File: config.mk
export PLATFORM = sky130hd
export DESIGN_NAME = drive_monitor_status
export DESIGN_NICKNAME = d
export VERILOG_FILES = /design/src/pkg/drive_monitor_pkg.sv /design/src/hw/drive_monitor_status.sv
export VERILOG_INCLUDE_DIRS = /design/src /design/src/pkg
export SDC_FILE = /design/constraint.sdc
export NUM_CORES = 2
export LEC_CHECK = 0
export BUFFER_PORTS_ARGS = -buffer_cell sky130_fd_sc_hd__buf_2
export CELL_PAD_IN_SITES_DETAIL_PLACEMENT = 1
export CELL_PAD_IN_SITES_GLOBAL_PLACEMENT = 2
export CORE_MARGIN = 2
export CORE_UTILIZATION = 42
export DETAILED_ROUTE_END_ITERATION = 10
export PLACE_DENSITY_LB_ADDON = 0.12
export SLEW_MARGIN = 20
export SYNTH_ARGS = -nofsm -noshare
export SYNTH_HDL_FRONTEND = slang
export SYNTH_SLANG_ARGS = --single-unit
File: constraint.sdc
create_clock -name i_clk -period 393.7 [get_ports i_clk]
set_clock_uncertainty 0.2 [all_clocks]
set_input_delay 39.37 -clock i_clk [delete_from_list [all_inputs] [get_ports i_clk]]
set_output_delay 39.37 -clock i_clk [all_outputs]
set_load 0.02 [all_outputs]
File: src/pkg/drive_monitor_consts.svh
// Address map, field positions and timing constants of the drive monitor
`ifndef DRIVE_MONITOR_CONSTS_SVH
`define DRIVE_MONITOR_CONSTS_SVH

// ----------------------------------------------------------------------------
// Host addresses
// ----------------------------------------------------------------------------
`define MON_BASE            16'h7000
`define MON_LAST            16'h7044
`define COMM_REF_ADDR       16'h1000
`define ADDR_PULSE_KHZ      16'h7012
`define ADDR_LINE_SPEED     16'h7018
`define ADDR_PULSE_HZ       16'h701b
`define ADDR_COMM_SETTING   16'h701c
`define ADDR_RESOLVER       16'h7024
`define ADDR_QUAD_COUNT     16'h7026
`define ADDR_FUNC_DISP_LOW  16'h702b
`define ADDR_FUNC_DISP_HIGH 16'h702c
`define ADDR_INDEX_COUNT    16'h703a
`define ADDR_SET_PCT        16'h703b
`define ADDR_RUN_PCT        16'h703c
`define ADDR_RUN_STATE      16'h703d
`define ADDR_FAULT_CODE     16'h703e
`define ADDR_FOLLOWERS      16'h7040
`define ADDR_FIELDBUS       16'h7044
`define ADDR_MOTOR_SELECT   16'h7049

// ----------------------------------------------------------------------------
// Field positions
// ----------------------------------------------------------------------------
`define FB_RUN_BIT          0
`define FB_REV_BIT          1
`define FB_FAULT_BIT        2
`define FB_AT_TARGET_BIT    3
`define FB_CODE_LSB         8
`define RS_DIR_LSB          0
`define RS_RAMP_LSB         2
`define RS_UNDERVOLT_BIT    4

// ----------------------------------------------------------------------------
// Scaling and timing
// ----------------------------------------------------------------------------
`define PCT_FULL_SCALE      10000
`define SECONDS_PER_MINUTE  60
`define HZ_PER_CENTI_KHZ    10
`define CLK_KHZ             100000
`define GATE_TIME_MS        1000
`define GATE_CYCLES         (`GATE_TIME_MS * `CLK_KHZ)
`define RESET_VALUE         16'h0000

`endif

File: src/pkg/drive_monitor_pkg.sv
// Types shared by the drive monitor design
`default_nettype none
package drive_monitor_pkg;

  // Direction field of the running-state word
  typedef enum logic [1:0] {DIR_STOP, DIR_FORWARD, DIR_REVERSE} run_dir_t;

  // Ramp field of the running-state word
  typedef enum logic [1:0] {RAMP_CONSTANT, RAMP_ACCEL, RAMP_DECEL} ramp_t;

  // Whole state of the monitor in one record
  typedef struct packed {
    logic [1:0] a_sync;
    logic [1:0] b_sync;
    logic [1:0] z_sync;
    logic [1:0] p_sync;
    logic a_prev;
    logic b_prev;
    logic z_prev;
    logic p_prev;
    logic last_forward;
    logic [15:0] quad_count;
    logic [15:0] index_count;
    logic [31:0] gate_count;
    logic [16:0] pulse_count;
    logic [15:0] pulse_hz;
    logic [15:0] comm_setting;
    logic rd_valid;
    logic [15:0] rd_data;
    logic [39:0] disp_low;
    logic [23:0] disp_high;
  } mon_state_t;

endpackage
`default_nettype wire

File: src/hw/drive_monitor_status.sv
// Drive monitoring block: encoder counters, status words, scaled readouts
// ----------------------------------------------------------------------------
// Summary of operation
// [RULE_01] Every A and B edge counts, four counts per encoder pulse.
// [RULE_02] Forward rotation increments the position count, reverse decrements it.
// [RULE_03] Counting up past 65535 wraps to 0.
// [RULE_04] Counting down below 0 wraps to 65535.
// [RULE_05] Index counter steps by one per revolution, signed by direction, 16 bits.
// [RULE_06] Resolver angle is reported as a 12-bit value.
// [RULE_07] Fieldbus word: run, reverse, fault bits; bits 4-7 zero; fault code 8-15.
// [RULE_08] Fieldbus bit 3 is set when output frequency reached target.
// [RULE_09] Run word: bits 1:0 stop/fwd/rev, bits 3:2 constant/accel/decel.
// [RULE_10] Run word bit 4 flags DC bus undervoltage.
// [RULE_11] Functions 1-40 map to five 8-segment digits, rightmost first; lit is active.
// [RULE_12] Functions 41-59 map to three digits, right to left, same format.
// [RULE_13] Set and running frequency are signed percent of maximum frequency.
// [RULE_14] Comm setting readout mirrors the last host write to the reference address.
// [RULE_15] Fast pulse frequency is reported in whole hertz.
// [RULE_16] Line speed is pulses per minute divided by pulses per meter.
// [RULE_17] Active fault code is reported as 0 to 99.
// [RULE_18] Motor select reads 0 for first set, 1 for second.
// [RULE_19] Follower count on the point-to-point link is 0 to 63.
// [RULE_20] Monitor values are host readable in the monitoring address range; motor select is read at 16'h7049, above MON_LAST.
// [RULE_21] Readouts are read only; writes ignored, reads have no side effect.
// [RULE_22] Each read returns one atomic snapshot taken in a single cycle.
// ----------------------------------------------------------------------------
`include "drive_monitor_consts.svh"
`default_nettype none

module drive_monitor_status
  import drive_monitor_pkg::*;
#(
  parameter int unsigned GATE_CYCLES = `GATE_CYCLES
)
(
  // Clock and reset
  input wire logic i_clk,
  input wire logic i_rstn,
  // Encoder and pulse pins
  input wire logic i_quad_a,
  input wire logic i_quad_b,
  input wire logic i_quad_z,
  input wire logic i_fast_pulse,
  // Drive status from the control core
  input wire logic [11:0] i_resolver_angle,
  input wire logic i_run,
  input wire logic i_reverse,
  input wire logic i_accel,
  input wire logic i_decel,
  input wire logic i_at_target,
  input wire logic i_undervoltage,
  input wire logic [7:0] i_fault_code,
  input wire logic i_motor2,
  input wire logic [5:0] i_follower_count,
  input wire logic [58:0] i_func_valid,
  input wire logic [15:0] i_set_freq,
  input wire logic [15:0] i_run_freq,
  input wire logic [15:0] i_max_freq,
  input wire logic [15:0] i_pulses_per_meter,
  // Host access
  input wire logic i_rd_req,
  input wire logic i_wr_req,
  input wire logic [15:0] i_addr,
  input wire logic [15:0] i_wdata,
  output logic o_rd_valid,
  output logic [15:0] o_rd_data,
  // Panel digits
  output logic [39:0] o_func_display_low,
  output logic [23:0] o_func_display_high
);

  // --------------------------------------------------------------------------
  // Helpers
  // --------------------------------------------------------------------------

  // Signed frequency as percent of maximum, in 0.01 % units, clamped
  function automatic logic [15:0] pct_of_max(input logic [15:0] freq, input logic [15:0] fmax);
    logic signed [31:0] num;
    logic signed [31:0] quo;
    num = 32'($signed(freq)) * 32'sd10000;
    quo = 32'sd0;
    if (fmax != 16'h0000)
    begin
      quo = num / $signed({16'h0000, fmax});
    end
    if (quo > 32'(`PCT_FULL_SCALE))
    begin
      quo = 32'(`PCT_FULL_SCALE);
    end
    if (quo < -32'(`PCT_FULL_SCALE))
    begin
      quo = -32'(`PCT_FULL_SCALE);
    end
    return quo[15:0];
  endfunction

  // Saturate a wide unsigned value to one register word
  function automatic logic [15:0] sat16(input logic [31:0] value);
    return (value > 32'h0000_ffff) ? 16'hffff : value[15:0];
  endfunction

  // --------------------------------------------------------------------------
  // State
  // --------------------------------------------------------------------------
  mon_state_t state;
  mon_state_t next_state;

  logic a_now;
  logic b_now;
  logic quad_step;
  logic quad_up;
  logic [31:0] per_minute;
  logic [31:0] line_speed;
  run_dir_t run_dir;
  ramp_t ramp;
  logic [15:0] run_word;
  logic [15:0] fieldbus_word;
  logic [15:0] read_mux;

  // Second synchroniser stage feeds the decoder
  assign a_now = state.a_sync[1];
  assign b_now = state.b_sync[1];

  // One bit changed means a legal step; both changed is a glitch and is dropped
  assign quad_step = (a_now ^ state.a_prev) ^ (b_now ^ state.b_prev); // RULE_01
  assign quad_up = a_now ^ state.b_prev; // RULE_02

  // Line speed from the one-second frequency measurement
  assign per_minute = 32'(state.pulse_hz) * 32'(`SECONDS_PER_MINUTE);
  assign line_speed = (i_pulses_per_meter == 16'h0000) ? 32'h0000_0000
                      : per_minute / {16'h0000, i_pulses_per_meter}; // RULE_16

  // --------------------------------------------------------------------------
  // Status words
  // --------------------------------------------------------------------------
  always_comb
  begin
    run_dir = DIR_STOP;
    if (i_run)
    begin
      run_dir = i_reverse ? DIR_REVERSE : DIR_FORWARD; // RULE_09
    end
    ramp = RAMP_CONSTANT;
    if (i_accel)
    begin
      ramp = RAMP_ACCEL; // RULE_09
    end
    else if (i_decel)
    begin
      ramp = RAMP_DECEL;
    end
    run_word = 16'h0000;
    run_word[`RS_DIR_LSB +: 2] = run_dir; // RULE_09
    run_word[`RS_RAMP_LSB +: 2] = ramp;
    run_word[`RS_UNDERVOLT_BIT] = i_undervoltage; // RULE_10
    fieldbus_word = 16'h0000; // RULE_07
    fieldbus_word[`FB_RUN_BIT] = i_run;
    fieldbus_word[`FB_REV_BIT] = i_reverse;
    fieldbus_word[`FB_FAULT_BIT] = (i_fault_code != 8'h00);
    fieldbus_word[`FB_AT_TARGET_BIT] = i_at_target; // RULE_08
    fieldbus_word[`FB_CODE_LSB +: 8] = i_fault_code; // RULE_17
  end

  // --------------------------------------------------------------------------
  // Read decode, all values sampled in the same cycle
  // --------------------------------------------------------------------------
  always_comb
  begin
    read_mux = `RESET_VALUE;
    case (i_addr) // RULE_20
      `ADDR_PULSE_KHZ: read_mux = state.pulse_hz / 16'(`HZ_PER_CENTI_KHZ);
      `ADDR_LINE_SPEED: read_mux = sat16(line_speed); // RULE_16
      `ADDR_PULSE_HZ: read_mux = state.pulse_hz; // RULE_15
      `ADDR_COMM_SETTING: read_mux = state.comm_setting; // RULE_14
      `ADDR_RESOLVER: read_mux = {4'h0, i_resolver_angle}; // RULE_06
      `ADDR_QUAD_COUNT: read_mux = state.quad_count;
      `ADDR_FUNC_DISP_LOW: read_mux = state.disp_low[15:0];
      `ADDR_FUNC_DISP_HIGH: read_mux = state.disp_high[15:0];
      `ADDR_INDEX_COUNT: read_mux = state.index_count;
      `ADDR_SET_PCT: read_mux = pct_of_max(i_set_freq, i_max_freq); // RULE_13
      `ADDR_RUN_PCT: read_mux = pct_of_max(i_run_freq, i_max_freq); // RULE_13
      `ADDR_RUN_STATE: read_mux = run_word;
      `ADDR_FAULT_CODE: read_mux = {8'h00, i_fault_code}; // RULE_17
      `ADDR_FOLLOWERS: read_mux = {10'h000, i_follower_count}; // RULE_19
      `ADDR_FIELDBUS: read_mux = fieldbus_word;
      `ADDR_MOTOR_SELECT: read_mux = {15'h0000, i_motor2}; // RULE_18
      default: read_mux = `RESET_VALUE;
    endcase
  end

  // --------------------------------------------------------------------------
  // Next state
  // --------------------------------------------------------------------------
  always_comb
  begin
    next_state = state;
    // Pins pass two flops before any logic looks at them
    next_state.a_sync = {state.a_sync[0], i_quad_a};
    next_state.b_sync = {state.b_sync[0], i_quad_b};
    next_state.z_sync = {state.z_sync[0], i_quad_z};
    next_state.p_sync = {state.p_sync[0], i_fast_pulse};
    next_state.a_prev = a_now;
    next_state.b_prev = b_now;
    next_state.z_prev = state.z_sync[1];
    next_state.p_prev = state.p_sync[1];

    // Edge counter; natural 16-bit wrap in both directions
    if (quad_step)
    begin
      next_state.last_forward = quad_up;
      if (quad_up)
      begin
        next_state.quad_count = state.quad_count + 16'h0001; // RULE_03
      end
      else
      begin
        next_state.quad_count = state.quad_count - 16'h0001; // RULE_04
      end
    end

    // Index pulse counts one revolution in the last seen direction
    if (state.z_sync[1] && !state.z_prev)
    begin
      if (state.last_forward)
      begin
        next_state.index_count = state.index_count + 16'h0001; // RULE_05
      end
      else
      begin
        next_state.index_count = state.index_count - 16'h0001; // RULE_05
      end
    end

    // One-second gate; an edge on the last gate cycle lands in the result
    if (state.p_sync[1] && !state.p_prev && (state.pulse_count != 17'h1ffff))
    begin
      next_state.pulse_count = state.pulse_count + 17'h00001;
    end
    if (state.gate_count >= 32'(GATE_CYCLES - 1))
    begin
      next_state.gate_count = 32'h0000_0000;
      next_state.pulse_hz = sat16(32'(next_state.pulse_count)); // RULE_15
      next_state.pulse_count = 17'h00000;
    end
    else
    begin
      next_state.gate_count = state.gate_count + 32'h0000_0001;
    end

    // Only the reference address is writable; monitor addresses ignore writes
    if (i_wr_req && (i_addr == `COMM_REF_ADDR))
    begin
      next_state.comm_setting = i_wdata; // RULE_14
    end

    // Panel digits: digit n holds functions 8n+1 to 8n+8, digit 0 rightmost
    next_state.disp_low = i_func_valid[39:0]; // RULE_11
    next_state.disp_high = {5'h00, i_func_valid[58:40]}; // RULE_12

    // Reads only copy a snapshot, never touch counters
    next_state.rd_valid = i_rd_req; // RULE_21
    if (i_rd_req)
    begin
      next_state.rd_data = read_mux; // RULE_22
    end
  end

  // --------------------------------------------------------------------------
  // State register
  // --------------------------------------------------------------------------
  always_ff @(posedge i_clk)
  begin
    if (!i_rstn)
    begin
      state <= '0;
    end
    else
    begin
      state <= next_state;
    end
  end

  // Outputs straight from flops
  assign o_rd_valid = state.rd_valid;
  assign o_rd_data = state.rd_data;
  assign o_func_display_low = state.disp_low;
  assign o_func_display_high = state.disp_high;

endmodule // drive_monitor_status

`default_nettype wire

==> out/metrics.csv <==
stage,metric,value,unit
route,drc,0,
setup_path,path_class,primary input to flip-flop,
sta,rsz0062_at_grt,no,
job,cap_violations,0,
place,port_buffers,271,
setup_path,critPathMaxFanout,46,
logic_synthesis,postSynthAreaPerCell,7.07,um^2
cts,cts_setup_buffers,0,
setup_path,crit_top_cell,a21oi_1,
cts,cts_hold_buf,0,
logic_synthesis,yosysUniqueCellTypes,151,
global_routing,grt_usage,31.9,%
sta,finalHoldViolCount,0,
setup_path,r2r_end,o_rd_data[0],
run_status,status,finished clean,
setup_path,critPathRequiredTime,393.98,ns
global_routing,grt_pass1_vias,103000,
floorplan,chipHeight,476,um
floorplan,rows,173,
setup_path,reg2reg_from,state[100],
setup_path,critPathMaxStageDelay,0.92,ns
global_routing,grt_pass1_wl,586000,um
cts,clock_latency,0.55,ns
logic_synthesis,synthArstFlopShare,0,%
sta,period_share,43.3,%
cts,clkTransAtPathRegs,0.07,ns
floorplan,dieArea,0.226,mm^2
finish,final_net_count,15000,
cts,clk_path_buf_depth,3,
finish,synthToLayoutAreaGrowth,5.85,%
logic_synthesis,ys_warn_count,0,
floorplan,start_util,42.1,%
logic_synthesis,syn_inst,13200,
setup_path,crit_path_end_kind,flip-flop,
route,detail_route.wl_per_cell,23.1,um
sta,fmax,0.00587,GHz
sta,setup_viol,0,
cts,clock-sinks,202,
logic_synthesis,ys_ff_latch,202,
cts,root_buffer,clkbuf_16,
setup_path,rr_worst_depth,463,
floorplan,core,0.222,mm^2
place,pre_cts_slack,224.33,ns
route,dr.pass1.iters,7,
setup_path,crit_start,i_run_freq[15],
sta,drv_slew,0,
setup_path,cp_slowest_cell,xnor2_1,
setup_path,critPathArrivalTime,170.78,ns
global_routing,grt_overflow,0,
floorplan,io_pins,277,
logic_synthesis,syn-cell-area,0.0935,mm^2
route,wirelength,376000,um
sta,max_slew_margin,20.1,%
sta,setup_tns,0,ns
logic_synthesis,ys.flop_type,dfxtp_1,
route,final_antenna_net_count,0,
global_routing,antenna_found_initial,15,
finish,final_cell_mix,"1426 x ha_1, 1396 x nor2_1, 1114 x nand2_1, 944 x a21oi_1, 797 x nor3_1",
logic_synthesis,ys_seq_area_share,4.32,%
cts,htreeDepth,1,
cts,cts_tree,built,
place,routabilityCongestion,0.940,
setup_path,setup.worst_path.end,o_rd_data[11],
finish,post-route-util,44.6,%
sta,tightestPinTransition,1.18,ns
route,first_iter_violations,5659,
setup_path,reg2reg_slack,296.54,ns
logic_synthesis,synth_edf_count,0,
cts,ctsResizeCount,0,
cts,numCtsBuffers,24,
finish,layout_commonest_cell,ha_1,
min_path,hold_class,flip-flop to flip-flop,
route,viasPerCell,6.21,
global_routing,grt_max_degree,92,
finish,drive_above_1_share,8.67,%
sta,layout_min_cycle_time,170.50,ns
sta,setup_slack,223.20,ns
setup_path,critPathLaunchType,primary input,
route,num_vias,101000,
place,hpwl,310000,um
finish,nFillCells,28500,
floorplan,die_w,476,um
[layout make-up]
type / instances / area, um^2 / area share [%]
sequential: 202 / 4040 / 4.09
inverter: 567 / 2140 / 2.16
clock buffer: 32 / 681 / 0.688
multi-input combinational: 12000 / 85400 / 86.3
clock inverter: 10 / 103 / 0.104
antenna: 5 / 12.5 / 0.0126
tap: 2975 / 3720 / 3.76
timing repair buffer: 468 / 2850 / 2.88
[registers in the layout, summed over array words and instances, names as in the netlist]
signal,flops
a_now,1
b_now,1
next_state,6
o_func_display_high,19
o_func_display_low,40
o_rd_data,16
o_rd_valid,1
state,118
[worst max-delay path: cells and delay by family]
| kind | cells | cell delay (ns) |
|---|---|---|
| compound gates | 326 | 72.25 |
| simple gates | 170 | 33.42 |
| fa+ha+maj | 37 | 13.44 |
| buf+inv | 47 | 8.66 |
| xor+xnor | 5 | 1.89 |
| mux | 3 | 1.17 |
[worst min path at each step]
stage,start,to,depth (start not counted)
detailed placement,next_state[206],a_now,1
finish,next_state[206],a_now,1
global placement,next_state[206],a_now,1
global route,next_state[202],next_state[196],1
floorplan,next_state[206],a_now,1
CTS,next_state[206],a_now,1
[routing by layer]
layer / share of wire (%) / vias up / track usage, % / wire length [um]
met2: 47 / 1962 / 55.9 / 178000
met5: 0.0074 / - / 0 / 28
li1: - / 48800 / - / -
met3: 4.1 / 504 / 2.12 / 15400
met1: 45 / 49700 / 41.7 / 170000
met4: 3.3 / 4 / 9.20 / 12400
[synthesized netlist by cell type (24+ instances only)]
cell type / count / area, um^2
o2111ai_1: 31 / 272
a221oi_1: 30 / 263
and4_1: 51 / 447
o31ai_1: 302 / 2270
o21bai_1: 90 / 676
nand2_1: 1114 / 4180
inv_1: 561 / 2110
nand2b_1: 202 / 1260
buf_4: 89 / 668
a31oi_1: 117 / 732
buf_2: 29 / 145
a21oi_1: 946 / 4730
a211oi_1: 78 / 586
or3_1: 80 / 500
fa_1: 122 / 2440
nor3b_1: 30 / 225
o21ai_1: 66 / 330
o21a_1: 712 / 5350
a21boi_0: 50 / 375
clkbuf_1: 283 / 1060
o22ai_1: 24 / 150
nor4_1: 109 / 682
a21o_1: 333 / 2500
nor3_1: 803 / 4020
or2_2: 122 / 763
buf_1: 55 / 206
o21ai_0: 632 / 3160
nor2b_1: 197 / 1230
a31o_2: 27 / 236
nand3_1: 285 / 1430
mux2_2: 255 / 2870
and3_1: 94 / 588
dfxtp_1: 202 / 4040
ha_1: 1426 / 17800
mux2i_1: 109 / 1090
xor2_1: 342 / 3000
nand4_1: 191 / 1190
a22oi_1: 26 / 195
o211ai_1: 66 / 495
a41oi_1: 28 / 245
and2_1: 207 / 1290
xnor2_1: 615 / 5390
or4_1: 30 / 225
nor2_1: 1407 / 5280
[cell families (layout without fill, tap and decap cells)]
kind of cell | after synthesis | in the layout | synth area share (%)
DFF | 202 | 202 | 4.32
adders and majority gates | 1557 | 1557 | 21.8
xor gates and xnor gates | 968 | 968 | 9.16
buffers and inverters | 1029 | 1077 | 4.57
muxes | 371 | 371 | 4.35
and+or+nand+nor | 5121 | 5121 | 27.1
other | 1 | 27 | 0.00401
AOI/OAI and AO/OA | 3975 | 3975 | 28.7
[through the flow]
step           cells  hold WS (ns)  cell area [um^2]
2_1_floorplan  13200         0.212             93600
3_3_place_gp   16200         0.213             98200
3_5_place_dp   16200         0.221             98200
4_1_cts        16300         0.235             99000
5_1_grt        16300         0.266             99000
6_report       16300         0.231             99000
Power is not shown: default switching activity piles up to over one toggle a cycle in this logic, so the estimate is an artifact.
